## src/design/rtucrc_defines.svh

```systemverilog
// Constants for the RTU frame and check-code engine
//
// Overview of operation
// - Sender idles the line 3.5 character times; receiver sees that as frame start.
// - Silence derives from line rate and character length; 9600 baud, 10-bit characters give about 3.65ms.
// - Trailing 3.5 character silence closes frame; next character is a station address.
// - First field after frame-start silence is one eight-bit station address.
// - Second field is one function code byte naming the requested action.
// - Function-dependent data field follows, then the frame ends with the check code.
// - Every frame ends with a two-byte, sixteen-bit cyclic check code.
// - Sender computes check over message bytes only and appends it after them.
// - Receiver recomputes the check; on mismatch frame is dropped and no reply sent.
// - Check accumulator presets to all ones at each message start.
// - Each byte is XORed into the accumulator low byte before its shifts.
// - Eight right shifts per byte, XOR with A001 when a one falls out.
// - Check code is appended low byte first, then high byte.
// - Receiver may accumulate over whole frame; zero residual means no error.
// - Character: start, eight data bits LSB first, optional parity, one stop.
// - Station zero is broadcast: act on it but never transmit a reply.
// - No reply to a valid frame carrying an unsupported function code.
`ifndef RTUCRC_DEFINES_SVH
`define RTUCRC_DEFINES_SVH
`define RTUCRC_CLK_HZ        250000000
`define RTUCRC_BAUD          9600
`define RTUCRC_CRC_PRESET    16'hffff
`define RTUCRC_CRC_POLY      16'ha001
`define RTUCRC_CRC_RESIDUE   16'h0000
`define RTUCRC_SIL_HALFCHARS 4'h7
`define RTUCRC_CHAR_BITS     4'ha
`define RTUCRC_LAST_DBIT     3'h7
`define RTUCRC_BROADCAST     8'h00
`define RTUCRC_MIN_FRAME     4'h4
`define RTUCRC_FIFO_DEPTH    8
`endif

```

## src/design/rtucrc_pkg.sv

```systemverilog
// Types shared by the RTU frame and check-code engine
package rtucrc_pkg;
   typedef enum logic [1:0] {RTUCRC_PAR_NONE, RTUCRC_PAR_ODD, RTUCRC_PAR_EVEN} rtucrc_parity_e;
   typedef enum logic [2:0] {RX_IDLE, RX_START, RX_DATA, RX_PAR, RX_STOP} rtucrc_rx_e;
   typedef enum logic [2:0] {TX_IDLE, TX_DATA, TX_CRC_LO, TX_CRC_HI, TX_END} rtucrc_tx_e;
   typedef struct packed {
      logic       last;
      logic [7:0] data;
   } rtucrc_txw_s;
endpackage

```

## src/design/rtucrc_engine.sv

```systemverilog
// RTU frame engine: serial line, silence framing, check code, reply FIFO
`timescale 1ns/1ps
`default_nettype none
`include "rtucrc_defines.svh"

////////////////////////////////////////////////////////////////////////////////
module rtucrc_fifo #(
   parameter int W     = 9,
   parameter int DEPTH = `RTUCRC_FIFO_DEPTH
) (
   // Clock and reset
   input  wire logic         clk,
   input  wire logic         rst_n,
   // Fill side
   input  wire logic         s_valid,
   output logic              s_ready,
   input  wire logic [W-1:0] s_data,
   // Drain side
   output logic              m_valid,
   input  wire logic         m_ready,
   output logic [W-1:0]      m_data
);
   localparam int AW = $clog2(DEPTH);
   logic [W-1:0] mem_q [DEPTH];
   logic [AW:0]  wr_q, wr_d, rd_q, rd_d;
   logic         push, pop;

   // Extra pointer bit tells full from empty
   assign s_ready = (wr_q - rd_q) != (AW+1)'(DEPTH);
   assign m_valid = wr_q != rd_q;
   assign m_data  = mem_q[rd_q[AW-1:0]];
   assign push    = s_valid & s_ready;
   assign pop     = m_valid & m_ready;

   // Pointer next values
   always_comb begin
      wr_d = push ? wr_q + 1'b1 : wr_q;
      rd_d = pop ? rd_q + 1'b1 : rd_q;
   end

   always_ff @(posedge clk or negedge rst_n) begin
      if (!rst_n) begin
         wr_q <= '0;
         rd_q <= '0;
      end else begin
         wr_q <= wr_d;
         rd_q <= rd_d;
      end
   end

   // Storage needs no reset
   always_ff @(posedge clk) begin
      if (push) begin
         mem_q[wr_q[AW-1:0]] <= s_data;
      end
   end
endmodule

////////////////////////////////////////////////////////////////////////////////
module rtucrc_engine #(
   parameter int CLKS_PER_BIT = `RTUCRC_CLK_HZ / `RTUCRC_BAUD
) (
   // Clock and reset
   input  wire logic                  clk,
   input  wire logic                  rst_n,
   // Serial line
   input  wire logic                  line_rx,
   output logic                       line_tx,
   output logic                       line_drive,
   // Configuration
   input  wire logic [7:0]            station_addr,
   input  wire rtucrc_pkg::rtucrc_parity_e parity_mode,
   // Received byte stream
   output logic                       rx_valid,
   output logic [7:0]                 rx_data,
   output logic                       rx_first,
   // Frame verdict
   input  wire logic                  func_ok,
   output logic                       frame_good,
   output logic                       frame_drop,
   output logic                       frame_bcast,
   // Reply path
   output logic                       reply_permit,
   input  wire logic                  tx_valid,
   output logic                       tx_ready,
   input  wire rtucrc_pkg::rtucrc_txw_s tx_word,
   output logic                       tx_done
);
   import rtucrc_pkg::*;

   localparam int CW = $clog2(CLKS_PER_BIT + 1);
   localparam logic [CW-1:0] BIT_LAST  = CW'(CLKS_PER_BIT - 1);
   localparam logic [CW-1:0] HALF_LAST = CW'(CLKS_PER_BIT / 2 - 1);

   // One byte folded into the check accumulator
   function automatic logic [15:0] crc_byte(input logic [15:0] c, input logic [7:0] b);
      logic [15:0] r;
      r = c ^ {8'h00, b};
      for (int i = 0; i < 8; i++) begin
         r = r[0] ? ((r >> 1) ^ `RTUCRC_CRC_POLY) : (r >> 1);
      end
      return r;
   endfunction

   // Parity bit for a data byte, zero when parity is off
   function automatic logic par_bit(input rtucrc_parity_e m, input logic [7:0] b);
      return (m == RTUCRC_PAR_ODD) ? ~^b : (m == RTUCRC_PAR_EVEN) ? ^b : 1'b0;
   endfunction

   logic [3:0] char_bits;
   assign char_bits = `RTUCRC_CHAR_BITS + {3'h0, parity_mode != RTUCRC_PAR_NONE};

   ////////////////////////////////////////////////////////////////////////////
   // Line synchroniser, first stage read only by the second
   logic rx_m_q, rx_s_q, rx_p_q;
   always_ff @(posedge clk or negedge rst_n) begin
      if (!rst_n) begin
         rx_m_q <= 1'b1;
         rx_s_q <= 1'b1;
         rx_p_q <= 1'b1;
      end else begin
         rx_m_q <= line_rx;
         rx_s_q <= rx_m_q;
         rx_p_q <= rx_s_q;
      end
   end

   ////////////////////////////////////////////////////////////////////////////
   // Silence measurement in half-bit ticks
   logic [CW-1:0] hb_q, hb_d;
   logic [6:0]    sil_q, sil_d;
   logic          silent_q, silent_d, expire;
   logic [6:0]    sil_lim;
   logic          line_edge;
   // 3.5 chars = 7 half-chars; 9600 baud, 10 bits gives about 3.65ms
   assign sil_lim   = 7'(`RTUCRC_SIL_HALFCHARS) * 7'(char_bits);
   assign line_edge = (rx_s_q != rx_p_q) | line_drive;

   always_comb begin
      hb_d     = (hb_q == HALF_LAST) ? '0 : hb_q + 1'b1;
      sil_d    = sil_q;
      silent_d = silent_q;
      expire   = 1'b0;
      if (line_edge) begin
         sil_d    = '0;
         silent_d = 1'b0;
         hb_d     = '0;
      end else if (hb_q == HALF_LAST && !silent_q) begin
         sil_d = sil_q + 1'b1;
         if (sil_d == sil_lim) begin
            silent_d = 1'b1;
            expire   = 1'b1;
         end
      end
   end

   always_ff @(posedge clk or negedge rst_n) begin
      if (!rst_n) begin
         hb_q     <= '0;
         sil_q    <= '0;
         silent_q <= 1'b1;
      end else begin
         hb_q     <= hb_d;
         sil_q    <= sil_d;
         silent_q <= silent_d;
      end
   end

   ////////////////////////////////////////////////////////////////////////////
   // Character receiver, sampled at mid-bit
   rtucrc_rx_e    rx_st_q, rx_st_d;
   logic [CW-1:0] rt_q, rt_d;
   logic [2:0]    rn_q, rn_d;
   logic [7:0]    rsh_q, rsh_d;
   logic          rperr_q, rperr_d, rx_stb, rx_bad;

   always_comb begin
      rx_st_d = rx_st_q;
      rt_d    = (rt_q == '0) ? BIT_LAST : rt_q - 1'b1;
      rn_d    = rn_q;
      rsh_d   = rsh_q;
      rperr_d = rperr_q;
      rx_stb  = 1'b0;
      rx_bad  = 1'b0;
      unique case (rx_st_q)
         RX_IDLE: begin
            rt_d = HALF_LAST;
            if (rx_p_q && !rx_s_q) begin
               rx_st_d = RX_START;
            end
         end
         RX_START: if (rt_q == '0) begin
            rx_st_d = rx_s_q ? RX_IDLE : RX_DATA; // Glitch filter
            rn_d    = '0;
            rperr_d = 1'b0;
         end
         RX_DATA: if (rt_q == '0) begin
            rsh_d = {rx_s_q, rsh_q[7:1]};
            rn_d  = rn_q + 1'b1;
            if (rn_q == `RTUCRC_LAST_DBIT) begin
               rx_st_d = (parity_mode == RTUCRC_PAR_NONE) ? RX_STOP : RX_PAR;
            end
         end
         RX_PAR: if (rt_q == '0) begin
            rperr_d = rx_s_q != par_bit(parity_mode, rsh_q);
            rx_st_d = RX_STOP;
         end
         RX_STOP: if (rt_q == '0) begin
            rx_stb  = 1'b1;
            rx_bad  = rperr_q | ~rx_s_q; // Parity or framing fault
            rx_st_d = RX_IDLE;
         end
      endcase
   end

   always_ff @(posedge clk or negedge rst_n) begin
      if (!rst_n) begin
         rx_st_q <= RX_IDLE;
         rt_q    <= '0;
         rn_q    <= '0;
         rsh_q   <= '0;
         rperr_q <= 1'b0;
      end else begin
         rx_st_q <= rx_st_d;
         rt_q    <= rt_d;
         rn_q    <= rn_d;
         rsh_q   <= rsh_d;
         rperr_q <= rperr_d;
      end
   end

   ////////////////////////////////////////////////////////////////////////////
   // Frame assembly, residual check and verdict
   logic [15:0] rcrc_q, rcrc_d;
   logic [3:0]  cnt_q, cnt_d;
   logic        inf_q, inf_d, ferr_q, ferr_d, hit_q, hit_d, bc_q, bc_d;
   logic        rv_q, rv_d, rf_q, rf_d, good_q, good_d, drop_q, drop_d, fb_q, fb_d;
   logic        perm_q, perm_d;
   logic [7:0]  rd_q, rd_d;
   logic        frame_ok, tx_fin;

   // Zero residual over address..check bytes means intact frame
   assign frame_ok = (rcrc_q == `RTUCRC_CRC_RESIDUE) && (cnt_q >= `RTUCRC_MIN_FRAME) && !ferr_q;

   always_comb begin
      {rcrc_d, cnt_d, inf_d, ferr_d, hit_d, bc_d} = {rcrc_q, cnt_q, inf_q, ferr_q, hit_q, bc_q};
      rd_d   = rd_q;
      rv_d   = 1'b0;
      rf_d   = 1'b0;
      good_d = 1'b0;
      drop_d = 1'b0;
      fb_d   = 1'b0;
      perm_d = perm_q & ~tx_fin;
      if (rx_stb) begin
         rv_d = 1'b1;
         rd_d = rsh_q;
         if (!inf_q) begin
            // First character after silence is the station address
            rf_d   = 1'b1;
            inf_d  = 1'b1;
            rcrc_d = crc_byte(`RTUCRC_CRC_PRESET, rsh_q);
            cnt_d  = 4'h1;
            ferr_d = rx_bad;
            hit_d  = (rsh_q == station_addr) || (rsh_q == `RTUCRC_BROADCAST);
            bc_d   = rsh_q == `RTUCRC_BROADCAST;
            perm_d = 1'b0;
         end else begin
            // Function code, data and check bytes all fold in alike
            rcrc_d = crc_byte(rcrc_q, rsh_q);
            cnt_d  = (cnt_q == 4'hf) ? cnt_q : cnt_q + 1'b1;
            ferr_d = ferr_q | rx_bad;
         end
      end
      if (expire && inf_q) begin
         inf_d = 1'b0;
         if (hit_q) begin
            good_d = frame_ok;
            drop_d = !frame_ok;
            fb_d   = frame_ok && bc_q;
            perm_d = frame_ok && !bc_q && func_ok;
         end
      end
   end

   always_ff @(posedge clk or negedge rst_n) begin
      if (!rst_n) begin
         rcrc_q <= `RTUCRC_CRC_PRESET;
         cnt_q  <= '0;
         {inf_q, ferr_q, hit_q, bc_q} <= '0;
         {rv_q, rf_q, good_q, drop_q, fb_q, perm_q} <= '0;
         rd_q   <= '0;
      end else begin
         rcrc_q <= rcrc_d;
         cnt_q  <= cnt_d;
         {inf_q, ferr_q, hit_q, bc_q} <= {inf_d, ferr_d, hit_d, bc_d};
         {rv_q, rf_q, good_q, drop_q, fb_q, perm_q} <= {rv_d, rf_d, good_d, drop_d, fb_d, perm_d};
         rd_q   <= rd_d;
      end
   end

   assign rx_valid     = rv_q;
   assign rx_data      = rd_q;
   assign rx_first     = rf_q;
   assign frame_good   = good_q;
   assign frame_drop   = drop_q;
   assign frame_bcast  = fb_q;
   assign reply_permit = perm_q;

   ////////////////////////////////////////////////////////////////////////////
   // Reply FIFO; only open while a reply is permitted
   rtucrc_txw_s f_word;
   logic        f_valid, f_ready, f_sready;

   rtucrc_fifo #(.W($bits(rtucrc_txw_s)), .DEPTH(`RTUCRC_FIFO_DEPTH)) u_fifo (
      .clk     (clk),
      .rst_n   (rst_n),
      .s_valid (tx_valid & perm_q),
      .s_ready (f_sready),
      .s_data  (tx_word),
      .m_valid (f_valid),
      .m_ready (f_ready),
      .m_data  (f_word)
   );
   assign tx_ready = f_sready & perm_q;

   ////////////////////////////////////////////////////////////////////////////
   // Reply sequencer: payload then check code
   rtucrc_tx_e  tx_st_q, tx_st_d;
   logic [15:0] tcrc_q, tcrc_d;
   logic        ld;
   logic [7:0]  ld_byte;
   logic        ser_busy, done_q, done_d;

   always_comb begin
      tx_st_d = tx_st_q;
      tcrc_d  = tcrc_q;
      ld      = 1'b0;
      ld_byte = tcrc_q[7:0];
      f_ready = 1'b0;
      done_d  = 1'b0;
      tx_fin  = 1'b0;
      unique case (tx_st_q)
         TX_IDLE: if (perm_q && f_valid && silent_q) begin
            tx_st_d = TX_DATA;
            tcrc_d  = `RTUCRC_CRC_PRESET;
         end
         // Underrun while sending risks a mid-frame gap; keep FIFO fed
         TX_DATA: if (!ser_busy && f_valid) begin
            ld      = 1'b1;
            ld_byte = f_word.data;
            f_ready = 1'b1;
            tcrc_d  = crc_byte(tcrc_q, f_word.data);
            if (f_word.last) begin
               tx_st_d = TX_CRC_LO;
            end
         end
         TX_CRC_LO: if (!ser_busy) begin
            ld      = 1'b1;
            tx_st_d = TX_CRC_HI;
         end
         TX_CRC_HI: if (!ser_busy) begin
            ld      = 1'b1;
            ld_byte = tcrc_q[15:8];
            tx_st_d = TX_END;
         end
         TX_END: if (!ser_busy) begin
            done_d  = 1'b1;
            tx_fin  = 1'b1;
            tx_st_d = TX_IDLE;
         end
      endcase
   end

   always_ff @(posedge clk or negedge rst_n) begin
      if (!rst_n) begin
         tx_st_q <= TX_IDLE;
         tcrc_q  <= `RTUCRC_CRC_PRESET;
         done_q  <= 1'b0;
      end else begin
         tx_st_q <= tx_st_d;
         tcrc_q  <= tcrc_d;
         done_q  <= done_d;
      end
   end
   assign tx_done = done_q;

   ////////////////////////////////////////////////////////////////////////////
   // Character transmitter, idle shifts in ones
   logic [10:0]   sh_q, sh_d;
   logic [3:0]    left_q, left_d;
   logic [CW-1:0] st_q, st_d;
   assign ser_busy = left_q != '0;

   always_comb begin
      sh_d   = sh_q;
      left_d = left_q;
      st_d   = st_q;
      if (ld) begin
         // Stop, parity (or extra stop), data LSB first, start
         sh_d = (parity_mode == RTUCRC_PAR_NONE) ? {2'b11, ld_byte, 1'b0}
                : {1'b1, par_bit(parity_mode, ld_byte), ld_byte, 1'b0};
         left_d = char_bits;
         st_d   = BIT_LAST;
      end else if (ser_busy) begin
         st_d = (st_q == '0) ? BIT_LAST : st_q - 1'b1;
         if (st_q == '0) begin
            sh_d   = {1'b1, sh_q[10:1]};
            left_d = left_q - 1'b1;
         end
      end
   end

   always_ff @(posedge clk or negedge rst_n) begin
      if (!rst_n) begin
         sh_q   <= '1;
         left_q <= '0;
         st_q   <= '0;
      end else begin
         sh_q   <= sh_d;
         left_q <= left_d;
         st_q   <= st_d;
      end
   end
   assign line_tx    = sh_q[0];
   assign line_drive = ser_busy;
endmodule
`default_nettype wire

```

## config.mk

```make
export PLATFORM = sky130hd
export DESIGN_NAME = rtucrc_engine
export DESIGN_NICKNAME = d
export VERILOG_FILES = /design/src/design/rtucrc_pkg.sv /design/src/design/rtucrc_engine.sv
export VERILOG_INCLUDE_DIRS = /design/src /design/src/design
export SDC_FILE = /design/constraint.sdc
export NUM_CORES = 1
export LEC_CHECK = 0
export BUFFER_PORTS_ARGS = -buffer_cell sky130_fd_sc_hd__buf_4
export CAP_MARGIN = 40
export CORE_ASPECT_RATIO = 0.7
export CORE_MARGIN = 10
export CORE_UTILIZATION = 50
export DETAILED_ROUTE_END_ITERATION = 7
export PLACE_DENSITY = 0.72
export SLEW_MARGIN = 10
export SYNTH_ARGS = -nofsm -noshare
export SYNTH_HDL_FRONTEND = slang
export SYNTH_SLANG_ARGS = --single-unit
```

## constraint.sdc

```tcl
create_clock -name clk -period 3.45 [get_ports clk]
set_input_delay 0.69 -clock clk [delete_from_list [all_inputs] [get_ports clk]]
set_output_delay 0.69 -clock clk [all_outputs]
set_load 0.01 [all_outputs]
```

## Word-level counts from Yosys, hierarchy flattened

Memories as Yosys holds them, arrays and structs flattened.
Cells that the tools add are included.

- Register bits after elaboration: 152
- Memory bits (writable): 72
- Bits of input ports: 24
- Output and inout port bits: 18
- Logic and storage cells: 273
- Memories: 1

Memories:

| name | depth | width | rd ports | clocked after Yosys merged registers in | write ports | line | text |
|---|---|---|---|---|---|---|---|
| u_fifo.mem_q | 8 | 9 | 1 | 0 | 1 | rtucrc_engine.sv:24 | `logic [W-1:0] mem_q [DEPTH];` |

- $add $sub $neg: 11
- $mul: 1
- $lt $le $gt $ge: 1
- Eq/ne operators: 32
- Multiplexer cells: 107
- Bitwise logic cells: 38
- Reduce and logical (&&, ||, !) cells: 50

Operator list:

| operator | number |
|---|---|
| $mux W16 | 27 |
| $mux W15 | 7 |
| $not A2 Y3 | 24 |
| $mux W3 | 14 |
| $mux W1 | 38 |
| $mux W11 | 3 |
| $pmux W16 S2 | 1 |
| $xor A16 B8 Y16 | 2 |
| $logic_not A15 Y1 | 2 |
| $pmux W3 S5 | 2 |
| $sub A15 B1 Y15 const B | 2 |
| $ne A2 B2 Y1 const B | 13 |
| $mux W4 | 5 |
| $reduce_bool A2 Y1 | 9 |
| $logic_not A16 Y1 | 1 |
| $mux W8 | 2 |
| $not A8 Y16 | 1 |
| $pmux W8 S2 | 1 |
| $reduce_xnor A8 Y1 | 2 |
| $reduce_xor A8 Y1 | 2 |
| $add A15 B1 Y15 const B | 1 |
| $eq A15 B14 Y1 const B | 1 |
| $mux W7 | 2 |
| $add A4 B1 Y4 const B | 3 |
| 36 further kinds | 75 |

## Logic depth before layout (Yosys ltp)

Gate-level depths: netlist of run 1.
An unclocked memory read counts as a cell.

- Depth in word-level cells: 20
- Depth in mapped cells: 14
- Mapped depth without buffers: 12

## By module

From an unflattened synthesis of run 1, not the netlist that was laid out.

- Cell total of the unflattened synthesis: 1050
- Area, all modules: 11369.7 um^2

By module, submodules not included:

| module | times used | cells an instance | area each (um^2) | sequential area each (um^2) |
|---|---|---|---|---|
| rtucrc_engine | 1 | 872 | 8092.8 | 3636.0 |
| rtucrc_fifo | 1 | 178 | 3276.9 | 2362.3 |

## Worst setup path after synthesis of run 1

No wires, ideal clock.

- Path type: reg2reg
- Start point: register u_fifo.rd_q[1]
- End point: memory u_fifo.mem_q[0][0], enable pin
- Arrival time: 2496 ps
- Required time: 3063 ps
- Setup slack: 567 ps
- Cell stages (with the launch flop): 10
- Period minus slack after synthesis: 2883 ps
- Cells stage by stage: dfrtp_1 > buf_6 > inv_2 > ha_1 > a21oi_1 > o21ai_0 > a22oi_1 > o21a_1 > nand3_1 > nor3_1

- Longest elaborated chain between the ends: 5

Ends and longest elaborated chain:

| what | line | text |
|---|---|---|
| start: declaration | rtucrc_engine.sv:25 | `logic [AW:0] wr_q, wr_d, rd_q, rd_d;` |
| start signal: assignment | rtucrc_engine.sv:47 | `rd_q <= rd_d;` |
| $sub A4 B4 Y4 | rtucrc_engine.sv:29 | `assign s_ready = (wr_q - rd_q) != (AW+1)'(DEPTH);` |
| $ne A4 B4 Y1 | rtucrc_engine.sv:29 |  |
| $and A1 B1 Y1 | rtucrc_engine.sv:32 | `assign push = s_valid & s_ready;` |
| $mux W1 | rtucrc_engine.sv:53 | `if (push) begin` |
| $mux W1 (implied by the code) | rtucrc_engine.sv:54 | `mem_q[wr_q[AW-1:0]] <= s_data;` |
| end: declaration | rtucrc_engine.sv:24 |  |

No other way between the ends.

## Worst setup path in the final report of run 1

- Start point: register u_fifo.rd_q[1]
- End point: output port tx_ready

- Longest elaborated chain between the ends: 3

Ends and longest elaborated chain:

| what | line | text |
|---|---|---|
| $sub A4 B4 Y4 | rtucrc_engine.sv:29 |  |
| $ne A4 B4 Y1 | rtucrc_engine.sv:29 |  |
| $and A1 B1 Y1 | rtucrc_engine.sv:324 | `assign tx_ready = f_sready & perm_q;` |
| end: declaration | rtucrc_engine.sv:85 | `output logic tx_ready,` |

No other way between the ends.

==> results of run 1 <==
path summary, 6_finish.rpt:
check | from | end | slack (ps) | depth (start not counted)
worst max-delay path | u_fifo.rd_q[1]$_DFFE_PN0P_ | tx_ready | 270 | 8
worst min-delay path | rst_n | rt_q[7]$_DFF_PN0_ | 230 | 1
worst max register to register | u_fifo.rd_q[0]$_DFFE_PN0P_ | tcrc_q[0]$_DFFE_PN1P_ | 300 | 10
worst min register to register | rx_s_q$_DFF_PN1_ | rx_p_q$_DFF_PN1_ | 370 | 0
max in group asynchronous | rst_n | silent_q$_DFFE_PN1P_ | 2420 | 2
min in group clk | line_rx | rx_m_q$_DFF_PN1_ | 280 | 1
flip-flops by register name (all words and copies together), names as in the netlist, 10 cells and up:
| name | flops |
|---|---|
| sh_q | 10 |
| tcrc_q | 16 |
| rcrc_q | 16 |
| u_fifo.mem_q | 72 |
| rt_q | 15 |
| hb_q | 15 |
| st_q | 15 |
report_power, final:
part | internal [uW] | leakage, uW | total (uW) | switching (uW)
Combinational | 31.2 | 0.00200 | 103 | 71.7
Clock | 1350 | 0.000359 | 2400 | 1050
Sequential | 2740 | 0.00249 | 2750 | 5.45
Total | 4120 | 0.00486 | 5250 | 1130
cell type report:
class | count | area [um2]
Clock buffer | 29 | 608
Clock inverter | 13 | 119
Fill cell | 1690 | 8750
Inverter | 34 | 128
Multi-Input combinational cell | 647 | 4400
Sequential cell | 223 | 6000
Tap cell | 276 | 345
Timing Repair Buffer | 67 | 519
cell families after synthesis:
family | Yosys count
buffers and inverters | 74
adder cells (fa/ha/maj) | 19
AND/OR/NAND/NOR | 315
XOR/XNOR | 117
flip-flops | 223
AO/OA/AOI/OAI | 166
multiplexers | 30
layer usage:
metal	vias up	wire, um	global-route usage [%]
li1	3439	-	-
met1	3493	11500	24.9
met2	183	9440	23.2
met3	27	1120	2.40
met4	0	334	3.21
met5	-	0	0
cells in the mapped netlist (11+ instances only):
| cell | instances |
|---|---|
| sky130_fd_sc_hd__dfrtp_1 | 105 |
| sky130_fd_sc_hd__xnor2_1 | 63 |
| sky130_fd_sc_hd__a21oi_1 | 35 |
| sky130_fd_sc_hd__mux4_1 | 11 |
| sky130_fd_sc_hd__clkbuf_1 | 37 |
| sky130_fd_sc_hd__inv_1 | 32 |
| sky130_fd_sc_hd__xor2_1 | 49 |
| sky130_fd_sc_hd__nand2_1 | 97 |
| sky130_fd_sc_hd__o21ai_0 | 70 |
| sky130_fd_sc_hd__or3_1 | 14 |
| sky130_fd_sc_hd__nor4_1 | 12 |
| sky130_fd_sc_hd__dfstp_2 | 46 |
| sky130_fd_sc_hd__ha_1 | 19 |
| sky130_fd_sc_hd__nor3_1 | 14 |
| sky130_fd_sc_hd__nor2_1 | 102 |
| sky130_fd_sc_hd__nand4_1 | 13 |
| sky130_fd_sc_hd__edfxtp_1 | 72 |
| sky130_fd_sc_hd__nand3_1 | 24 |
worst register-to-register path, delay by kind of cell, from the launching register on:
family,cells,cell delay [ps]
AO/OA/AOI/OAI,1,160
XOR/XNOR,6,1430
buffers and inverters,1,190
flip-flops,1,510
multiplexers,2,780
placed cells by master (no fill, tap or decap), types with 3 or more instances in the layout:
cell type                   count
sky130_fd_sc_hd__nor3_1        14
sky130_fd_sc_hd__dfstp_2       46
sky130_fd_sc_hd__mux4_1        11
sky130_fd_sc_hd__nand2b_1       8
sky130_fd_sc_hd__or4_1          7
sky130_fd_sc_hd__xnor2_1       63
sky130_fd_sc_hd__a31oi_1        8
sky130_fd_sc_hd__clkinv_1       3
sky130_fd_sc_hd__nor2_1       102
sky130_fd_sc_hd__xor2_1        49
sky130_fd_sc_hd__clkinv_4       3
sky130_fd_sc_hd__a21oi_1       35
sky130_fd_sc_hd__nor2b_1        5
sky130_fd_sc_hd__clkbuf_16     23
sky130_fd_sc_hd__dfrtp_1      104
sky130_fd_sc_hd__nor4_1        12
sky130_fd_sc_hd__o22a_1         8
sky130_fd_sc_hd__nand4_1       13
sky130_fd_sc_hd__mux2i_1        8
sky130_fd_sc_hd__buf_4         65
sky130_fd_sc_hd__clkbuf_1       5
sky130_fd_sc_hd__inv_1         32
sky130_fd_sc_hd__mux2_2         3
sky130_fd_sc_hd__clkinv_2       4
sky130_fd_sc_hd__a22o_1         5
sky130_fd_sc_hd__o2bb2ai_1      7
sky130_fd_sc_hd__mux4_2         7
sky130_fd_sc_hd__and2_1         3
sky130_fd_sc_hd__o211ai_1       4
sky130_fd_sc_hd__edfxtp_1      72
sky130_fd_sc_hd__xor2_2         4
sky130_fd_sc_hd__nand3_1       24
sky130_fd_sc_hd__a211o_1        7
sky130_fd_sc_hd__o21ai_0       70
sky130_fd_sc_hd__o31ai_1        9
sky130_fd_sc_hd__ha_1          19
sky130_fd_sc_hd__nand2_1       97
sky130_fd_sc_hd__or3_1         14
timing repair:
action | 4_1_cts | 5_1_grt
buffers inserted | 0 | 0
resized for setup | 0 | 1
endpoints found under the setup margin | 0 | 1
metrics by stage:
step	hold slack, ps	total power (uW)	util [%]
CTS	265	5310	58.1
detailed placement	373	2910	54.6
global placement	366	2900	54.6
global route	268	5430	58.1
floorplan	345	2820	-
finish	234	5250	58.1
==> summary.md, run 1 <==
| Metric | Value |
|---|---|
| Violation count after the first detailed-route iteration | `582` |
| Hold buffer count at cts | `0` |
| Post-synthesis instance area | `0.0107 mm2` |
| Type of element launching the critical path | `register` |
| Largest voltage drop on the vdd net | `0.000420 V` |
| Max Slew Vio Count | `0` |
| Summed area of non-filler cells in the final layout | `0.0121 mm2` |
| Sequential area share after synthesis | `56.0%` |
| Cell taking the most area after synthesis | `sky130_fd_sc_hd__dfrtp_1` |
| Crit path time final | `3180 ps` |
| CTS buffer count | `23` |
| Number of buffers and inverters on the critical path | `2` |
| CP max-delay cell | `sky130_fd_sc_hd__dfrtp_1` |
| Routability congestion estimate from global placement | `0.869` |
| WL final | `22.4 mm` |
| Category of the critical setup timing path | `register to primary output` |
| Standard-cell row count | `44` |
| Crit-path max FO | `8` |
| Power per standard cell area | `433 mW/mm2` |
| Clk sinks | `223` |
| Worst clock skew | `15.1 ps` |
| Diodes inserted | `0` |
| Total DRC errors in the routed layout | `0` |
| Lkg Pwr | `0.00486 uW` |
| Maximum count of clock buffers along a single path | `3` |
| Slew margin rel. | `39.8%` |
| Dominant combinational cell family by area after synthesis | `simple AND/OR/NAND/NOR gates` |
| Number of global-route vias before repair | `6851` |
| Clock transition at the register clock pins on the worst setup and hold paths after CTS | `60 ps` |
| Final hold violations | `0` |
| Fraction of layout cells with a size suffix above 1 | `17.4%` |
| # placed instances | `1247` |
| Core area | `0.0209 mm2` |
| I/O pins | `42` |
| Die area | `0.0278 mm2` |
| Vias per cell | `5.54` |
| CTS root buffer | `sky130_fd_sc_hd__clkbuf_16` |
| Crit path required time | `2760 ps` |
| Global-route wire length before repair | `37.1 mm` |
| Clock tree from TritonCTS | `done` |
| #FFs+latches synth | `223` |
| Status | `complete, no violations` |
| Largest net degree at the start of global routing | `87` |
| Max-cap check violation count | `0` |
| Routed len/inst | `17.4 um` |
| Post-route setup slack | `272 ps` |
| Initial antenna violation count | `0` |
| Share of the synthesized area in compound gates (AO/OA/AOI/OAI) | `9.50%` |
| F_max | `315 MHz` |
| Clock latency at the later pin of the worst-skew pair | `530 ps` |
| # H-tree levels | `1` |
| Critical Path Sink Type | `primary output` |
| Starting density of the core | `51.3%` |
| Unrepaired setup endpoints after global routing | `false` |
| Average size of a mapped cell | `11.3 um2` |
| Area of placed instances | `0.0114 mm2` |
| Estimated wirelength of the detail-placed design | `15.5 mm` |
| Worst-case setup slack after placement | `260 ps` |
| Total global-route track usage | `16.1%` |
| Non-filler instance count after layout | `1289` |
| Main flop type after synthesis | `sky130_fd_sc_hd__dfrtp_1` |
| Total overflow reported by the global router | `0` |
| Worst path max stage delay | `440 ps` |
| Syn Nets | `987` |
| Count of distinct cell types in the synthesized netlist | `60` |
| Quantity of I/O buffers inserted on ports | `41` |
| Die width | `195 um` |
| # setup viols final | `0` |
| Xor and xnor fraction of the mapped netlist area | `9.98%` |
| Cell Chain, Critical Path | `inv_2 > ha_1 > a21oi_1 > nand3_1 > o21ai_0 > a22oi_1 > o21a_1 > buf_4` |
| Multiplexer share of the synthesized area | `5.45%` |
| Final total negative setup slack | `0 ps` |
| Pre-antenna DRT Iters | `5` |
| Portion of synthesized cell area occupied by the leading cell type | `24.5%` |
| Synthesized-area fraction occupied by and/or/nand/nor cells | `13.9%` |
| Die height | `142 um` |
| Final #Nets | `1039` |
| Share of the cycle needed by the critical path after routing | `92.1%` |
| Vias post-DR | `7142` |
| Area delta synth->final | `13.2%` |
| Crit path max-delay family | `compound AO/OA/AOI/OAI gates` |
| Post-Syn Instances | `944` |
| Synth area leaders | `sky130_fd_sc_hd__dfrtp_1 (25%), sky130_fd_sc_hd__edfxtp_1 (20%), sky130_fd_sc_hd__dfstp_2 (11%)` |
| YS warnings | `0` |
| Number of flops mapped to enable cells by yosys | `72` |
| Share of synthesized cell area in full adder, half adder and majority cells | `2.22%` |
| Number of nets still failing antenna checks after routing | `0` |
| Arr. time, crit path | `2490 ps` |
| Hold Crit Class | `input pin to async pin` |
| Async set or reset register ratio after synthesis | `67.7%` |
| Slew at the pin with the worst max-slew slack | `904 ps` |
Power figures use the tool's default switching activity.
==> run 2, diff against run 1 <==
--- a/config.mk
+++ b/config.mk
@@ -6,14 +6,16 @@
 export SDC_FILE = /design/constraint.sdc
 export NUM_CORES = 1
 export LEC_CHECK = 0
-export BUFFER_PORTS_ARGS = -buffer_cell sky130_fd_sc_hd__buf_4
+export ABC_AREA = 1
 export CAP_MARGIN = 40
 export CORE_ASPECT_RATIO = 0.7
 export CORE_MARGIN = 10
 export CORE_UTILIZATION = 50
 export DETAILED_ROUTE_END_ITERATION = 7
-export PLACE_DENSITY = 0.72
+export DONT_BUFFER_PORTS = 1
+export PLACE_DENSITY = 0.7
 export SLEW_MARGIN = 10
 export SYNTH_ARGS = -nofsm -noshare
 export SYNTH_HDL_FRONTEND = slang
+export SYNTH_HIERARCHICAL = 1
 export SYNTH_SLANG_ARGS = --single-unit
==> summary.md, run 2 <==
| Metric | Value |
|---|---|
| Status | `complete, no violations` |
| Count of distinct cell types in the synthesized netlist | `49 (-18%)` |
| Hold Crit Class | `input pin to async pin` |
| Power per standard cell area | `498 mW/mm2 (+15%)` |
| Total DRC errors in the routed layout | `0 (unchanged)` |
| CTS buffer count | `23 (unchanged)` |
| F_max | `333 MHz (+5.9%)` |
| Arr. time, crit path | `3400 ps (+910 ps)` |
| Crit path required time | `3850 ps (+1090 ps)` |
| Die width | `201 um (+3.4%)` |
| Cell Chain, Critical Path | `clkinvlp_4 > ha_1 > nand2_1 > inv_1 > nand4_1 > nand3_4 > nor2_8 > a21oi_4 > inv_2 > nor2_2 > inv_2 > nand2_2 > inv_2 > nand2_1 > o21ai_0 > a21oi_1` |
| Max Slew Vio Count | `0 (unchanged)` |
| Pre-antenna DRT Iters | `6 (+1)` |
| Commonest non-fill, non-tap cell in the layout | `sky130_fd_sc_hd__nand2_1` |
| Violation count after the first detailed-route iteration | `905 (+55%)` |
| Multiplexer share of the synthesized area | `0.174% (-5.3 points)` |
| #FFs+latches synth | `223 (unchanged)` |
| Number of flops mapped to enable cells by yosys | `72 (unchanged)` |
| Average size of a mapped cell | `8.68 um2 (-23%)` |
| Most frequently used cell type in the post-synthesis netlist | `sky130_fd_sc_hd__nand2_1` |
| Post-route setup slack | `448 ps (+176 ps)` |
| Syn Nets | `1372 (+39%)` |
| YS warnings | `6 (+6)` |
| Synth area leaders | `sky130_fd_sc_hd__dfrtp_1 (23%), sky130_fd_sc_hd__edfxtp_1 (19%), sky130_fd_sc_hd__dfstp_2 (10%)` |
| Core area | `0.0227 mm2 (+8.7%)` |
| Total global-route track usage | `18.2% (+2.2 points)` |
| Number of global-route vias before repair | `8700 (+27%)` |
| Final hold violations | `0 (unchanged)` |
| Vias per cell | `5.47 (-1.3%)` |
| I/O pins | `42 (unchanged)` |
| Share of the synthesized area in compound gates (AO/OA/AOI/OAI) | `10.7% (+1.2 points)` |
| Crit-path max FO | `18 (+10)` |
| Crit path time final | `3000 ps (-176 ps)` |
| Routability congestion estimate from global placement | `0.888 (+2.2%)` |
| Starting density of the core | `50.8% (-0.50 points)` |
| Async set or reset register ratio after synthesis | `67.7% (unchanged)` |
| Top library cells by usage in the layout, fill and taps aside | `sky130_fd_sc_hd__nand2_1 (261), sky130_fd_sc_hd__nor2_1 (169), sky130_fd_sc_hd__inv_1 (141)` |
| Post-Syn Instances | `1328 (+41%)` |
| Largest voltage drop on the vdd net | `0.000429 V (+2.2%)` |
| Category of the critical setup timing path | `register to register` |
| Lkg Pwr | `0.00552 uW (+14%)` |
| Sequential area share after synthesis | `52.1% (-4.0 points)` |
| Unrepaired setup endpoints after global routing | `false` |
| Diodes inserted | `0 (unchanged)` |
| Worst clock skew | `11.4 ps (-3.64 ps)` |
| Worst-case setup slack after placement | `280 ps (+20.3 ps)` |
| WL final | `27.9 mm (+24%)` |
| Critical Path Sink Type | `register` |
| Area delta synth->final | `11.1%` |
| Maximum count of clock buffers along a single path | `3 (unchanged)` |
| CP max-delay cell | `sky130_fd_sc_hd__ha_1` |
| Max-cap check violation count | `0 (unchanged)` |
| Slew margin rel. | `47.3% (+7.6 points)` |
| # setup viols final | `0 (unchanged)` |
| Final total negative setup slack | `0 ps (unchanged)` |
| Share of the cycle needed by the critical path after routing | `87.0% (-5.1 points)` |
| Clock tree from TritonCTS | `done` |
| Die area | `0.0296 mm2 (+6.7%)` |
| Clock latency at the later pin of the worst-skew pair | `520 ps (about the same)` |
| Buffers inserted by post-CTS timing repair | `0 (unchanged)` |
| Die height | `147 um (+3.2%)` |
| Post-synthesis instance area | `0.0115 mm2 (+7.6%)` |
| Estimated wirelength of the detail-placed design | `18.9 mm (+22%)` |
| Dominant combinational cell family by area after synthesis | `simple AND/OR/NAND/NOR gates` |
| Fraction of layout cells with a size suffix above 1 | `9.90% (-7.5 points)` |
| Global-route wire length before repair | `45.2 mm (+22%)` |
| Final #Nets | `1390 (+34%)` |
| Max FFs per register | `72 (unchanged)` |
| Clock transition at the register clock pins on the worst setup and hold paths after CTS | `70 ps (about the same)` |
| Main flop type after synthesis | `sky130_fd_sc_hd__dfrtp_1` |
| Total overflow reported by the global router | `0 (unchanged)` |
| Worst path max stage delay | `400 ps (-40 ps)` |
| Xor and xnor fraction of the mapped netlist area | `5.17% (-4.8 points)` |
| Clk sinks | `223 (unchanged)` |
| Portion of synthesized cell area occupied by the leading cell type | `22.8% (-1.7 points)` |
| CTS root buffer | `sky130_fd_sc_hd__clkbuf_16` |
| Post-synth top cells | `sky130_fd_sc_hd__nand2_1 (262), sky130_fd_sc_hd__nor2_1 (169), sky130_fd_sc_hd__inv_1 (142)` |
| Routed len/inst | `16.6 um (-4.2%)` |
| Type of element launching the critical path | `register` |
| Cell repeated most along the worst path | `sky130_fd_sc_hd__inv_2` |
| Share of synthesized cell area in full adder, half adder and majority cells | `2.17% (-0.049 points)` |
| Quantity of I/O buffers inserted on ports | `0 (-100%)` |
| Cell taking the most area after synthesis | `sky130_fd_sc_hd__dfrtp_1` |
| Vias post-DR | `9161 (+28%)` |
| Largest net degree at the start of global routing | `106 (+22%)` |
| Standard-cell row count | `46 (+4.5%)` |
| Number of nets still failing antenna checks after routing | `0 (unchanged)` |
| # H-tree levels | `1 (unchanged)` |
| Synthesized-area fraction occupied by and/or/nand/nor cells | `23.1% (+9.2 points)` |
| Slew at the pin with the worst max-slew slack | `789 ps (-114 ps)` |
| Initial antenna violation count | `0 (unchanged)` |
## run 2: cell types whose count changed in the layout (fill, tap and decap cells not counted), sizes merged, moves of 48 or more
cell   previous run  this run
buf              67        19
inv              36       151
nand2            97       268
nand3            24        84
nor2            103       176
o21ai            71       125
## run 2: cell families after synthesis
| kind of cell | after synthesis |
|---|---|
| AND/OR/NAND/NOR | 606 |
| flip-flops | 223 |
| AO/OA/AOI/OAI | 220 |
| buffers and inverters | 189 |
| XOR/XNOR | 68 |
| adder cells (fa/ha/maj) | 20 |
| multiplexers | 2 |
## run 2: layer usage
layer / wire length [um] / track usage, % / part of all wire (%) / vias up
li1: - / - / - / 4455
met1: 13500 / 27.8 / 49 / 4371
met2: 11800 / 26.2 / 42 / 298
met3: 2170 / 3.32 / 7.8 / 37
met4: 432 / 3.90 / 1.5 / 0
met5: 0 / 0 / 0 / -
## run 2: worst paths after layout
| check | startpoint | cells past startpoint | end | slack, ps |
|---|---|---|---|---|
| worst min-delay path | rst_n | 0 | rcrc_q[1]$_DFFE_PN1P_ | 20 |
| max in group asynchronous | rst_n | 1 | tcrc_q[6]$_DFFE_PN1P_ | 2540 |
| worst max register to register | u_fifo/rd_q[1]$_DFFE_PN0P_ | 16 | left_q[2]$_DFFE_PN0P_ | 450 |
| min in group clk | line_rx | 0 | rx_m_q$_DFF_PN1_ | 170 |
| worst min register to register | rx_m_q$_DFF_PN1_ | 0 | rx_s_q$_DFF_PN1_ | 360 |
| worst max-delay path | u_fifo/rd_q[1]$_DFFE_PN0P_ | 16 | left_q[2]$_DFFE_PN0P_ | 450 |
## run 2: cell type report
| class | instances | area, um2 |
|---|---|---|
| fillers | 2030 | 9880 |
| flip-flops and latches | 223 | 6000 |
| multi-input cells | 916 | 4760 |
| clock buffers | 25 | 583 |
| inverters | 152 | 574 |
| well taps | 312 | 390 |
| repair buffers | 30 | 273 |
| clock inverters | 17 | 216 |
## run 2: stage by stage
step                      total power (uW)  hold slack (ps)  util (%)  area (um2)  std cells
after floorplan                       3500              345         -       11500       1328
after global placement                3680              346      52.3       11900       1621
after detailed placement              3700              348      52.3       11900       1621
after CTS                             6400            0.596      56.1       12700       1669
after global routing                  6640             2.10      56.4       12800       1675
final                                 6370             16.9      56.4       12800       1675
## run 2: report_power, final
part | internal, uW | total [uW] | switching [uW]
clock network | 1600 | 2660 | 1060
logic | 242 | 739 | 496
registers | 2900 | 2970 | 75.9
## run 2: worst max-delay path, delay by kind of cell (launching register included)
kind / cells / cell delay, ps
adder cells (fa/ha/maj): 1 / 400
flip-flops: 1 / 390
AO/OA/AOI/OAI: 3 / 260
buffers and inverters: 5 / 910
AND/OR/NAND/NOR: 7 / 910
## run 2: timing repair
item | 4_1_cts | 5_1_grt
hold endpoints to repair | 105 | 7
hold buffers | 6 | 6
setup endpoints to repair | 0 | 3
resized for setup | 0 | 2
